<file path="config.mk">
export PLATFORM = sky130hd
export DESIGN_NAME = mfio_top
export DESIGN_NICKNAME = d
export VERILOG_FILES = /design/src/hw/mfio_pkg.sv /design/src/hw/mfio_bidir_port.sv /design/src/hw/mfio_top.sv
export VERILOG_INCLUDE_DIRS = /design/src /design/src/hw
export SDC_FILE = /design/constraint.sdc
export NUM_CORES = 1
export LEC_CHECK = 0
export ABC_AREA = 1
export BUFFER_PORTS_ARGS = -buffer_cell sky130_fd_sc_hd__buf_2
export CAP_MARGIN = 5
export CELL_PAD_IN_SITES_DETAIL_PLACEMENT = 1
export CELL_PAD_IN_SITES_GLOBAL_PLACEMENT = 1
export CORE_MARGIN = 2
export CORE_UTILIZATION = 23
export CTS_CLUSTER_DIAMETER = 100
export CTS_CLUSTER_SIZE = 10
export DETAILED_ROUTE_END_ITERATION = 8
export PLACE_DENSITY = 0.59
export SLEW_MARGIN = 15
export SYNTH_ARGS = -nofsm -noshare
export SYNTH_HDL_FRONTEND = slang
export SYNTH_SLANG_ARGS = --single-unit
export TNS_END_PERCENT = 5
</file>
<file path="constraint.sdc">
create_clock -name CLK_I -period 3.4 [get_ports CLK_I]
set_clock_uncertainty 0.15 [all_clocks]
set_input_delay 0.68 -clock CLK_I [delete_from_list [all_inputs] [get_ports CLK_I]]
set_output_delay 0.68 -clock CLK_I [all_outputs]
set_load 0.01 [all_outputs]
</file>
<file path="src/hw/mfio_params.svh">
`ifndef MFIO_PARAMS_SVH
`define MFIO_PARAMS_SVH

// ********************************************************************
// register word indices (byte address is index times four)
// ********************************************************************
`define MFIO_IDX_P4_LATCH 6'h04
`define MFIO_IDX_HC_LATCH 6'h05
`define MFIO_IDX_WAKE_DATA 6'h06
`define MFIO_IDX_ANA_DATA 6'h07
`define MFIO_IDX_P4_DRV 6'h0a
`define MFIO_IDX_P4_PINS 6'h0e
`define MFIO_IDX_HC_PINS 6'h0f
`define MFIO_IDX_WAKE_DIR 6'h10
`define MFIO_IDX_WAKE_IE 6'h11
`define MFIO_IDX_KEY_WAKE_EN 6'h12
`define MFIO_IDX_ANA_DIR 6'h13
`define MFIO_IDX_ANA_IE 6'h14

// ********************************************************************
// widths and field layout
// ********************************************************************
`define MFIO_PORT_W 8
`define MFIO_HC_W 5
`define MFIO_ADDR_W 8
`define MFIO_IDX_LSB 2
`define MFIO_IDX_MSB 7
`define MFIO_DATA_W 32

// ********************************************************************
// reset values
// ********************************************************************
`define MFIO_RST_P4_LATCH 8'hff
`define MFIO_RST_P4_DRV 8'h00
`define MFIO_RST_HC_LATCH 5'h1f
`define MFIO_RST_DIR 8'h00
`define MFIO_RST_IE 8'hff
`define MFIO_RST_DATA 8'h00
`define MFIO_RST_KEY_WAKE_EN 8'h00

`endif

</file>
<file path="src/hw/mfio_pkg.sv">
`include "mfio_params.svh"

package mfio_pkg;

  // ******************************************************************
  // pin bundles: level to drive and enable of the driver
  // ******************************************************************
  typedef struct packed {
    logic [`MFIO_PORT_W-1:0] dout;
    logic [`MFIO_PORT_W-1:0] oe;
  } mfio_pin8_s;

  typedef struct packed {
    logic [`MFIO_HC_W-1:0] dout;
    logic [`MFIO_HC_W-1:0] oe;
  } mfio_pin5_s;

  // value seen by software when a configurable port is read
  function automatic logic [`MFIO_PORT_W-1:0] mfio_port_read(
    input logic [`MFIO_PORT_W-1:0] latch,
    input logic [`MFIO_PORT_W-1:0] dir,
    input logic [`MFIO_PORT_W-1:0] ie,
    input logic [`MFIO_PORT_W-1:0] pin
  );
    mfio_port_read = (dir & latch) | (~dir & ie & pin);
  endfunction

endpackage

</file>
<file path="src/hw/mfio_bidir_port.sv">
`include "mfio_params.svh"

// ********************************************************************
// one bit-configurable port: latch, direction and input enable
// ********************************************************************
module mfio_bidir_port
  import mfio_pkg::*;
(
  input wire logic clk_i, // system clock
  input wire logic rst_n_i, // async reset, active low
  input wire logic wr_data_i, // write strobe for the latch
  input wire logic wr_dir_i, // write strobe for direction
  input wire logic wr_ie_i, // write strobe for input enable
  input wire logic [`MFIO_PORT_W-1:0] wdata_i, // write data
  input wire logic [`MFIO_PORT_W-1:0] pin_i, // pin levels
  output logic [`MFIO_PORT_W-1:0] rdata_o, // data register read view
  output logic [`MFIO_PORT_W-1:0] dir_o, // direction bits
  output mfio_pin8_s pins_o, // registered pin drive
  output logic [`MFIO_PORT_W-1:0] din_o // gated digital inputs
);

  logic [`MFIO_PORT_W-1:0] latch_q;
  logic [`MFIO_PORT_W-1:0] dir_q;
  logic [`MFIO_PORT_W-1:0] ie_q;
  mfio_pin8_s pins_d;
  logic [`MFIO_PORT_W-1:0] din_d;

  // input-mode bits show the pin, so a read-modify-write may copy the
  // pin level into their latch; this is kept as the hardware behaves
  assign rdata_o = mfio_port_read(latch_q, dir_q, ie_q, pin_i);
  assign dir_o = dir_q;

  // a set direction bit drives the latch onto the pin
  assign pins_d.dout = latch_q;
  assign pins_d.oe = dir_q;
  // cleared input enable blocks the digital path for analog use
  assign din_d = ~dir_q & ie_q & pin_i;

  // every pin starts as a digital input with a cleared latch
  always_ff @(posedge clk_i or negedge rst_n_i) begin
    if (!rst_n_i) begin
      latch_q <= `MFIO_RST_DATA;
      dir_q <= `MFIO_RST_DIR;
      ie_q <= `MFIO_RST_IE;
    end else begin
      if (wr_data_i) latch_q <= wdata_i;
      if (wr_dir_i) dir_q <= wdata_i;
      if (wr_ie_i) ie_q <= wdata_i;
    end
  end

  // pin drive and gated inputs leave through flops
  always_ff @(posedge clk_i or negedge rst_n_i) begin
    if (!rst_n_i) begin
      pins_o <= '0;
      din_o <= '0;
    end else begin
      pins_o <= pins_d;
      din_o <= din_d;
    end
  end

endmodule // mfio_bidir_port

</file>
<file path="src/hw/mfio_top.sv">
// Behaviour
// - port4 driver select bit 0 is open-drain sink, 1 is push-pull.
// - reset sets every bit of the high-current port latch to one.
// - high-current port has bits 4..0 only; upper read bits are ignored.
// - high-current port latch and live pin levels read at separate words.
// - reset clears wake port direction and latch, sets input enables.
// - each wake port pin drives its latch when its direction bit is one.
// - wake data reads latch if output, else pin gated by input enable.
// - read-modify-write may copy pin levels into input-mode latches.
// - reset clears analog port direction and latch, sets input enables.
// - analog data reads latch if output, else pin gated by enable.
// - converter channel select alone connects a pin to the converter.
`include "mfio_params.svh"

module mfio_top
  import mfio_pkg::*;
(
  input wire logic CLK_I, // system clock, 200 MHz
  input wire logic RESET_N_I, // async reset, active low
  input wire logic PSEL_I, // apb select
  input wire logic PENABLE_I, // apb access phase
  input wire logic PWRITE_I, // apb direction, high for write
  input wire logic [`MFIO_ADDR_W-1:0] PADDR_I, // apb byte address
  input wire logic [`MFIO_DATA_W-1:0] PWDATA_I, // apb write data
  input wire logic [3:0] PSTRB_I, // apb byte strobes
  output logic [`MFIO_DATA_W-1:0] PRDATA_O, // apb read data
  output logic PREADY_O, // apb ready
  output logic PSLVERR_O, // apb error, unmapped word
  input wire logic [`MFIO_PORT_W-1:0] P4_PIN_I, // port4 pin levels
  output mfio_pin8_s P4_PINS_O, // port4 drive and enable
  input wire logic [`MFIO_HC_W-1:0] HC_PIN_I, // high-current pins
  output mfio_pin5_s HC_PINS_O, // high-current drive/enable
  input wire logic [`MFIO_PORT_W-1:0] WAKE_PIN_I, // wake port pins
  output mfio_pin8_s WAKE_PINS_O, // wake port drive/enable
  output logic [`MFIO_PORT_W-1:0] WAKE_DIN_O, // wake gated inputs
  input wire logic [`MFIO_PORT_W-1:0] ANA_PIN_I, // analog port pins
  output mfio_pin8_s ANA_PINS_O, // analog port drive/enable
  output logic [`MFIO_PORT_W-1:0] ANA_DIN_O, // analog gated inputs
  output logic KEY_WAKE_O, // key wakeup request, high
  input wire logic [2*`MFIO_PORT_W-1:0] CONV_SEL_I, // channel select
  output logic [2*`MFIO_PORT_W-1:0] ANALOG_SW_O // pin to converter
);

  // ******************************************************************
  // register state
  // ******************************************************************
  // software-visible latches and the registered bus answer
  logic [`MFIO_PORT_W-1:0] p4_latch_q;
  logic [`MFIO_PORT_W-1:0] p4_drv_q;
  logic [`MFIO_HC_W-1:0] hc_latch_q;
  logic [`MFIO_PORT_W-1:0] kwe_q;
  logic pready_q;
  logic pslverr_q;
  logic [`MFIO_DATA_W-1:0] prdata_q;

  // ******************************************************************
  // bus decode
  // ******************************************************************
  // address split, transfer phases and the selected read byte
  logic [`MFIO_IDX_MSB-`MFIO_IDX_LSB:0] idx;
  logic aligned;
  logic setup_done;
  logic wr_fire;
  logic lane0;
  logic [`MFIO_PORT_W-1:0] wbyte;
  logic mapped;
  logic [`MFIO_PORT_W-1:0] rd_byte;

  // word index from the byte address; low bits must be zero
  assign idx = PADDR_I[`MFIO_IDX_MSB:`MFIO_IDX_LSB];
  assign aligned = (PADDR_I[`MFIO_IDX_LSB-1:0] == '0);
  // access phase, first cycle: read data is captured then
  assign setup_done = PSEL_I & PENABLE_I & ~pready_q;
  // a write lands only on the edge that completes the transfer
  assign wr_fire = PSEL_I & PENABLE_I & pready_q & PWRITE_I & lane0;
  // only the low lane carries register bits
  assign lane0 = PSTRB_I[0];
  assign wbyte = PWDATA_I[`MFIO_PORT_W-1:0];

  // recognised word addresses, read-only ones included
  function automatic logic is_mapped(
    input logic [`MFIO_IDX_MSB-`MFIO_IDX_LSB:0] i
  );
    unique case (i)
      `MFIO_IDX_P4_LATCH, `MFIO_IDX_HC_LATCH,
      `MFIO_IDX_WAKE_DATA, `MFIO_IDX_ANA_DATA,
      `MFIO_IDX_P4_DRV, `MFIO_IDX_P4_PINS,
      `MFIO_IDX_HC_PINS, `MFIO_IDX_WAKE_DIR,
      `MFIO_IDX_WAKE_IE, `MFIO_IDX_KEY_WAKE_EN,
      `MFIO_IDX_ANA_DIR, `MFIO_IDX_ANA_IE: is_mapped = 1'b1;
      default: is_mapped = 1'b0;
    endcase
  endfunction

  // misaligned or unknown words answer with an error
  assign mapped = aligned & is_mapped(idx);

  // per-register write strobes
  function automatic logic wr_hit(
    input logic [`MFIO_IDX_MSB-`MFIO_IDX_LSB:0] i,
    input logic [`MFIO_IDX_MSB-`MFIO_IDX_LSB:0] target
  );
    wr_hit = (i == target);
  endfunction

  // one strobe per writable word
  logic wr_p4_latch;
  logic wr_p4_drv;
  logic wr_hc_latch;
  logic wr_kwe;
  logic wr_wake_data;
  logic wr_wake_dir;
  logic wr_wake_ie;
  logic wr_ana_data;
  logic wr_ana_dir;
  logic wr_ana_ie;
  logic wr_ok;

  // pin-level words have no strobe, so writes to them do nothing
  assign wr_ok = wr_fire & aligned;
  assign wr_p4_latch = wr_ok & wr_hit(idx, `MFIO_IDX_P4_LATCH);
  assign wr_p4_drv = wr_ok & wr_hit(idx, `MFIO_IDX_P4_DRV);
  assign wr_hc_latch = wr_ok & wr_hit(idx, `MFIO_IDX_HC_LATCH);
  assign wr_kwe = wr_ok & wr_hit(idx, `MFIO_IDX_KEY_WAKE_EN);
  assign wr_wake_data = wr_ok & wr_hit(idx, `MFIO_IDX_WAKE_DATA);
  assign wr_wake_dir = wr_ok & wr_hit(idx, `MFIO_IDX_WAKE_DIR);
  assign wr_wake_ie = wr_ok & wr_hit(idx, `MFIO_IDX_WAKE_IE);
  assign wr_ana_data = wr_ok & wr_hit(idx, `MFIO_IDX_ANA_DATA);
  assign wr_ana_dir = wr_ok & wr_hit(idx, `MFIO_IDX_ANA_DIR);
  assign wr_ana_ie = wr_ok & wr_hit(idx, `MFIO_IDX_ANA_IE);

  // ******************************************************************
  // configurable ports
  // ******************************************************************
  // read views and directions handed back by the two ports
  logic [`MFIO_PORT_W-1:0] wake_rd;
  logic [`MFIO_PORT_W-1:0] wake_dir;
  logic [`MFIO_PORT_W-1:0] ana_rd;
  logic [`MFIO_PORT_W-1:0] ana_dir;

  // key wakeup and analog pins share this port
  mfio_bidir_port u_wake (
    .clk_i(CLK_I),
    .rst_n_i(RESET_N_I),
    .wr_data_i(wr_wake_data),
    .wr_dir_i(wr_wake_dir),
    .wr_ie_i(wr_wake_ie),
    .wdata_i(wbyte),
    .pin_i(WAKE_PIN_I),
    .rdata_o(wake_rd),
    .dir_o(wake_dir),
    .pins_o(WAKE_PINS_O),
    .din_o(WAKE_DIN_O)
  );

  // interrupt inputs and analog pins share this port
  mfio_bidir_port u_ana (
    .clk_i(CLK_I),
    .rst_n_i(RESET_N_I),
    .wr_data_i(wr_ana_data),
    .wr_dir_i(wr_ana_dir),
    .wr_ie_i(wr_ana_ie),
    .wdata_i(wbyte),
    .pin_i(ANA_PIN_I),
    .rdata_o(ana_rd),
    .dir_o(ana_dir),
    .pins_o(ANA_PINS_O),
    .din_o(ANA_DIN_O)
  );

  // ******************************************************************
  // read selection
  // ******************************************************************
  // upper bits of the high-current port are unimplemented; they read
  // as zero here, but software must not rely on them
  // every source comes in as an argument: a continuous assignment only
  // wakes up on its operands, so hidden reads would leave stale data
  function automatic logic [`MFIO_PORT_W-1:0] rd_sel(
    input logic [`MFIO_IDX_MSB-`MFIO_IDX_LSB:0] i,
    input logic [`MFIO_PORT_W-1:0] p4_latch,
    input logic [`MFIO_PORT_W-1:0] p4_drv,
    input logic [`MFIO_PORT_W-1:0] p4_pin,
    input logic [`MFIO_HC_W-1:0] hc_latch,
    input logic [`MFIO_HC_W-1:0] hc_pin,
    input logic [`MFIO_PORT_W-1:0] wake_view,
    input logic [`MFIO_PORT_W-1:0] wake_dirs,
    input logic [`MFIO_PORT_W-1:0] kwe,
    input logic [`MFIO_PORT_W-1:0] ana_view,
    input logic [`MFIO_PORT_W-1:0] ana_dirs
  );
    unique case (i)
      `MFIO_IDX_P4_LATCH: rd_sel = p4_latch;
      `MFIO_IDX_P4_DRV: rd_sel = p4_drv;
      `MFIO_IDX_P4_PINS: rd_sel = p4_pin;
      `MFIO_IDX_HC_LATCH: rd_sel = {3'h0, hc_latch};
      `MFIO_IDX_HC_PINS: rd_sel = {3'h0, hc_pin};
      `MFIO_IDX_WAKE_DATA: rd_sel = wake_view;
      `MFIO_IDX_WAKE_DIR: rd_sel = wake_dirs;
      // input enables are write-only and read back as zero
      `MFIO_IDX_WAKE_IE: rd_sel = '0;
      `MFIO_IDX_KEY_WAKE_EN: rd_sel = kwe;
      `MFIO_IDX_ANA_DATA: rd_sel = ana_view;
      `MFIO_IDX_ANA_DIR: rd_sel = ana_dirs;
      default: rd_sel = '0;
    endcase
  endfunction

  // unmapped words read as zero alongside the error response
  assign rd_byte = mapped ? rd_sel(idx, p4_latch_q, p4_drv_q, P4_PIN_I,
    hc_latch_q, HC_PIN_I, wake_rd, wake_dir, kwe_q, ana_rd, ana_dir) : '0;

  // ******************************************************************
  // apb answer: one wait state so that data leaves from a flop
  // ******************************************************************
  always_ff @(posedge CLK_I or negedge RESET_N_I) begin
    if (!RESET_N_I) begin
      pready_q <= 1'b0;
      pslverr_q <= 1'b0;
      prdata_q <= '0;
    end else if (setup_done) begin
      pready_q <= 1'b1;
      pslverr_q <= ~mapped;
      prdata_q <= {24'h0, rd_byte};
    end else begin
      pready_q <= 1'b0;
      pslverr_q <= 1'b0;
    end
  end

  // bus outputs leave straight from their flops
  assign PREADY_O = pready_q;
  assign PSLVERR_O = pslverr_q;
  assign PRDATA_O = prdata_q;

  // ******************************************************************
  // port4, high-current port and key wakeup enable registers
  // ******************************************************************
  // latches idle high so the pins start released
  always_ff @(posedge CLK_I or negedge RESET_N_I) begin
    if (!RESET_N_I) begin
      p4_latch_q <= `MFIO_RST_P4_LATCH;
      p4_drv_q <= `MFIO_RST_P4_DRV;
      hc_latch_q <= `MFIO_RST_HC_LATCH;
      kwe_q <= `MFIO_RST_KEY_WAKE_EN;
    end else begin
      if (wr_p4_latch) p4_latch_q <= wbyte;
      if (wr_p4_drv) p4_drv_q <= wbyte;
      if (wr_hc_latch) hc_latch_q <= wbyte[`MFIO_HC_W-1:0];
      if (wr_kwe) kwe_q <= wbyte;
    end
  end

  // ******************************************************************
  // pin drivers
  // ******************************************************************
  // next values of the registered pin outputs
  mfio_pin8_s p4_pins_d;
  mfio_pin5_s hc_pins_d;
  logic key_wake_d;

  // open-drain bits only sink; push-pull bits always drive
  assign p4_pins_d.dout = p4_latch_q;
  assign p4_pins_d.oe = p4_drv_q | ~p4_latch_q;
  // the high-current port sinks only, so latch one frees the line
  // for input or two-wire bus use
  assign hc_pins_d.dout = hc_latch_q;
  assign hc_pins_d.oe = ~hc_latch_q;
  // a key press pulls an enabled input-mode pin low
  assign key_wake_d = |(kwe_q & ~wake_dir & ~WAKE_PIN_I);

  // drivers are registered, adding one cycle after a write
  always_ff @(posedge CLK_I or negedge RESET_N_I) begin
    if (!RESET_N_I) begin
      P4_PINS_O <= '0;
      HC_PINS_O <= '0;
      KEY_WAKE_O <= 1'b0;
    end else begin
      P4_PINS_O <= p4_pins_d;
      HC_PINS_O <= hc_pins_d;
      KEY_WAKE_O <= key_wake_d;
    end
  end

  // ******************************************************************
  // converter connection
  // ******************************************************************
  // switches follow the channel select only; digital setup plays no
  // part, so software must keep analog pins in input mode itself
  always_ff @(posedge CLK_I or negedge RESET_N_I) begin
    if (!RESET_N_I) begin
      ANALOG_SW_O <= '0;
    end else begin
      ANALOG_SW_O <= CONV_SEL_I;
    end
  end

endmodule // mfio_top

</file>
### Word level (Yosys, flattened, before mapping)

Memories as Yosys holds them, arrays and structs flattened.
Index checks and enable logic that the tools add are counted.

| cells by class | value |
|---|---|
| equality and inequality tests | 12 |
| reduce and logical (&&, ||, !) cells | 2 |
| order comparisons | 0 |
| bitwise operators | 35 |
| shift operators | 0 |
| div/mod/pow operators | 0 |
| multiplexer cells | 5 |
| multipliers | 0 |
| add/subtract/negate cells | 0 |

Operators with widths:

| cell | number |
|---|---|
| $pmux 8 s10 | 1 |
| $and 8x8->8 | 8 |
| $not 8->8 | 4 |
| $eq 6x5->1 const B | 5 |
| $eq 6x3->1 const B | 4 |
| $or 8x8->8 | 3 |
| $eq 6x4->1 const B | 3 |
| $and 1x1->1 | 17 |
| $mux 8 | 1 |
| $reduce_or 8->1 | 1 |
| $not 5->5 | 1 |
| $mux 1 | 3 |
| $logic_not 2->1 | 1 |
| $not 1->1 | 2 |

| word-level totals | value |
|---|---|
| RAM bits | 0 |
| output and inout bits | 125 |
| ROM bits | 32 |
| memories | 1 |
| bits in registers | 178 |
| bits in latches | 0 |
| input bits | 94 |

Memories:

| memory | depth | width | rd ports | clocked after memory_dff | write ports | RTL line | text |
|---|---|---|---|---|---|---|---|
| (name not given) | 32 | 1 | 1 | 0 | 0 | mfio_top.sv:84 | `unique case (i)` |

### Logic depth before layout (Yosys ltp)

| logic depth | value |
|---|---|
| depth in word-level cells | 6 |
| gate-level depth with buffers | 12 |
| mapped depth without buffers | 11 |

### Cells and area by module

From an unflattened synthesis, not the netlist that was laid out.

| unflattened totals | value |
|---|---|
| cells, all modules | 780 |
| area total of the unflattened synthesis | 7,178.1 µm² |

By module, submodules not included:

| module | area an instance (µm²) | cells each | times used | seq. area each (µm²) |
|---|---|---|---|---|
| mfio_top | 3,827.4 | 470 | 1 | 2,068.2 |
| mfio_bidir_port | 1,675.4 | 155 | 2 | 1,211.2 |

### Least setup slack after synthesis

OpenSTA, ideal clock, no wires.

| path | value |
|---|---|
| kind | input -> register |
| start | input PADDR_I[7] |
| end | register u_ana.latch_q[5] |
| cell stages on the path | 7 |
| library setup time | 0.131 ns |
| arrival time | 1.743 ns |
| path buffers | 1 |
| setup slack | 1.377 ns |
| data required time | 3.119 ns |
| cells stage by stage | nor2_2 -> nand2_1 -> nor2_2 -> nand2_1 -> clkbuf_1 -> nand2_1 -> o21ai_0 |

| between the ends | value |
|---|---|
| longest elaborated chain between the ends | 2 |

RTL lines:

| what | RTL line | text |
|---|---|---|
| start, declared | mfio_top.sv:23 | `` input wire logic [`MFIO_ADDR_W-1:0] PADDR_I, `` |
| $eq 6x3->1 | mfio_top.sv:103 | `wr_hit = (i == target);` |
| $and 1x1->1 | mfio_top.sv:128 | `` assign wr_ana_data = wr_ok & wr_hit(idx, `MFIO_IDX_ANA_DATA); `` |
| end signal, assigned | mfio_bidir_port.sv:42 | `` latch_q <= `MFIO_RST_DATA; `` |
| end signal, assigned | mfio_bidir_port.sv:46 | `if (wr_data_i) latch_q <= wdata_i;` |
| end, declared | mfio_bidir_port.sv:22 | `` logic [`MFIO_PORT_W-1:0] latch_q; `` |

No other way between the ends.
A chain may end at the register's enable or synchronous reset.

### Worst setup path after layout

| path | value |
|---|---|
| start | input PADDR_I[3] |
| end | register u_wake.latch_q[3] |

| between the ends | value |
|---|---|
| longest elaborated chain between the ends | 2 |

RTL lines:

| what | RTL line | text |
|---|---|---|
| $eq 6x3->1 | mfio_top.sv:103 |  |
| $and 1x1->1 | mfio_top.sv:125 | `` assign wr_wake_data = wr_ok & wr_hit(idx, `MFIO_IDX_WAKE_DATA); `` |
| end signal, assigned | mfio_bidir_port.sv:42 |  |
| end signal, assigned | mfio_bidir_port.sv:46 |  |
| end, declared | mfio_bidir_port.sv:22 |  |

No other way between the ends.

==> results_dict.tcl <==
set metrics [dict create \
    fmax_mhz 433 \
    yosys.area.top_type_share 0.537 \
    die_y_um 178 \
    grtUsageTotal 0.142 \
    portBuffers 167 \
    drive_above_1_share 0.264 \
    initial_core_util 0.234 \
    cts.sinks 178 \
    yosys.cell_types.count 23 \
    antenna_found_initial 0 \
    whs_ps 24.0 \
    p_leak_nw 4.56 \
    p_per_area_nw_per_um2 500 \
    tightest_slew_ps 707 \
    cts_setup_buffers 0 \
    hold_viol 0 \
    design.core.area_um2 29700 \
    ir_worst_vdd_mv 0.333 \
    syn_area_um2 6940 \
    first_pass_iters 4 \
    ctsResizeCount 0 \
    ys_ff_latch 178 \
    grt_use_met2 0.242 \
    final-instance-count-excl-fill 1327 \
    syn_area_per_cell_um2 9.39 \
    yosysTopAreaCell "dfrtp_1" \
    cp_data_arrival_time_ps 2480 \
    fp.dieW_um 178 \
    place_area_um2 8210 \
    drc_errors 0 \
    nets 1018 \
    first_iter_violations 296 \
    grt-ovfl-total 0 \
    numCtsBuffers 17 \
    grt_start_max_net_pins 55 \
    status "completed" \
    gp_congestion 0.800 \
    routedWlPerCell_um 16.4 \
    worst_setup_path_start_kind "input pin" \
    cts_max_level 4 \
    timing.rr.start "PREADY_O$_DFF_PN0_" \
    ff2ff_setup_slack_ps 1100 \
    rsz0062_at_grt "no" \
    nFillCells 3487 \
    slew_headroom 0.525 \
    boundaryPins 219 \
    drt-total-wl_mm 21.8 \
    cp_slowest_cell "nand2_1" \
    grt_pass1_wl_mm 33.4 \
    critPathMaxStageDelay_ps 450 \
    r2r_cells 4 \
    synth_cells 739 \
    die_area_um2 31600 \
    rows 63 \
    rr_endpoint "u_wake.latch_q[3]$_DFFE_PN0P_" \
    path_class "in -> reg" \
    setup_viol 0 \
    crit_fanout 16 \
    synthToLayoutAreaGrowth_pct 27.3 \
    grt_pass1_vias 5707 \
    grtUsageMet1 0.186 \
    period_needed_ps 2310 \
    fin_area_um2 8840 \
    path_cells "buf_2, inv_1, nor2_2, nand2_1, nor2_4, nand2_1, o21ai_0" \
    hold_path_class "in -> async" \
    ys_warn_count 0 \
    tns_ps 0 \
    cp_data_required_time_ps 3580 \
    vias_per_cell 4.10 \
    clk_path_buf_depth 2 \
    num_vias 5435 \
    cts_tree "done" \
    cts_hold_buffers 0 \
    dp_hpwl_mm 16.1 \
    insertion_delay_ps 430 \
    clock_tree.root_cell "clkbuf_16" \
    numPlacedInstances 1295 \
    ys_top_cells_by_area "dfrtp_1 54%, nand2_1 14%, dfstp_2 11%" \
    use_met3 0.0261 \
    postRouteAntennaNets 0 \
    grt-busiest-layer "met2" \
    period_share 0.679 \
    crit_top_cell "nand2_1" \
    slew_violations 0 \
    drv_cap 0 \
    synth-seq-area-share 0.647 \
    crit_path_end_kind "flop" \
    path_clk_slew_ps 70 \
    n_antenna_cell 0 \
]
## area by class of cell
| class | count | area (um2) | area share |
|---|---|---|---|
| Sequential cell | 178 | 4490 | 0.508 |
| Multi-Input combinational cell | 473 | 2010 | 0.228 |
| Timing Repair Buffer | 178 | 937 | 0.106 |
| Tap cell | 390 | 488 | 0.0552 |
| Clock buffer | 17 | 425 | 0.0481 |
| Inverter | 76 | 285 | 0.0323 |
| Clock inverter | 15 | 198 | 0.0224 |
## layer usage
| metal | share of wire | routed length, um |
|---|---|---|
| met1 | 0.46 | 10000 |
| met4 | 0.0089 | 194 |
| met2 | 0.49 | 10700 |
| met5 | 0 | 0 |
| met3 | 0.040 | 881 |
## logic make-up (layout without fill, tap and decap cells)
logic type	Yosys count	in the layout	synth area share
flip-flops	178	178	0.647
AND/OR/NAND/NOR	354	354	0.207
AO/OA/AOI/OAI	95	95	0.0698
other	1	24	0.000540
buffers and inverters	111	286	0.0757
## Yosys cell counts
library cell	count
o22ai_1	3
buf_4	24
nor4_4	1
nor3b_1	1
o21a_1	2
nand3_2	1
clkbuf_1	6
o21ai_0	82
conb_1	1
nand3_1	43
or2_2	1
dfstp_2	29
nor2_2	3
inv_1	75
buf_6	2
clkinv_1	1
nand4_1	1
a21oi_1	8
nand2_1	253
dfrtp_1	149
nor2_1	48
nor2_4	2
buf_2	3
## worst max path at each step
stage          slack, ps  depth (start not counted)          startpoint                             to
2_1_floorplan       1380                          7          PADDR_I[7]   u_ana.latch_q[5]$_DFFE_PN0P_
3_3_place_gp         730                          8          PADDR_I[3]  u_wake.latch_q[0]$_DFFE_PN0P_
3_5_place_dp         680                          6          PADDR_I[7]   u_ana.latch_q[5]$_DFFE_PN0P_
4_1_cts             1110                          4  PREADY_O$_DFF_PN0_  u_wake.latch_q[3]$_DFFE_PN0P_
5_1_grt              910                          6          PADDR_I[7]   u_ana.latch_q[4]$_DFFE_PN0P_
6_report            1090                          7          PADDR_I[3]  u_wake.latch_q[3]$_DFFE_PN0P_
## flip-flops by register name, summed over array words and instances (netlist names), 5 cells and up
name	flops
u_ana.latch_q	8
p4_drv_q	8
u_wake.pins_o	16
HC_PINS_O	10
p4_latch_q	8
kwe_q	8
u_wake.din_o	8
u_ana.pins_o	16
u_ana.din_o	8
u_ana.ie_q	8
P4_PINS_O	16
hc_latch_q	5
u_ana.dir_o	8
ANALOG_SW_O	16
u_wake.dir_o	8
u_wake.ie_q	8
PRDATA_O	8
u_wake.latch_q	8
## report_power, final
part / switching, mW / internal (mW)
Sequential: 0.00483 / 2.13
Clock: 0.909 / 1.18
Combinational: 0.140 / 0.0530
Total: 1.05 / 3.37
## worst max-delay path, delay by kind of cell
| kind | cells | cell delay, ps |
|---|---|---|
| and+or+nand+nor | 4 | 1190 |
| AOI/OAI and AO/OA | 1 | 340 |
| buffers and inverters | 2 | 260 |
## through the flow
stage,setup WS [ps],power [mW],utilization
after global placement,726,2.37,0.276
after detailed placement,682,2.38,0.276
after CTS,1110,4.50,0.297
final,1090,4.42,0.297
after floorplan,1380,2.26,-
after global routing,906,4.61,0.297
## cells in the final DEF, fill, tap and decap left out
master | Yosys | layout
nand2_1 | 253 | 253
buf_2 | 3 | 166
dfrtp_1 | 149 | 149
o21ai_0 | 82 | 82
inv_1 | 75 | 75
nor2_1 | 48 | 48
nand3_1 | 43 | 43
dfstp_2 | 29 | 29
conb_1 | 1 | 24
clkbuf_16 | 0 | 17
buf_4 | 24 | 10
a21oi_1 | 8 | 8
inv_6 | 0 | 5
o22ai_1 | 3 | 3
nor2_2 | 3 | 3
clkinvlp_4 | 0 | 3
bufinv_16 | 0 | 3
o21a_1 | 2 | 2
nor2_4 | 2 | 2
or2_2 | 1 | 1
clkinv_1 | 1 | 1
nor4_4 | 1 | 1
nand4_1 | 1 | 1
nand3_2 | 1 | 1
nor3b_1 | 1 | 1
clkinv_4 | 0 | 1
clkinv_8 | 0 | 1
inv_8 | 0 | 1
clkinv_2 | 0 | 1
buf_6 | 2 | 1
buf_12 | 0 | 1
Note: power is estimated with default switching activity, not from simulation.
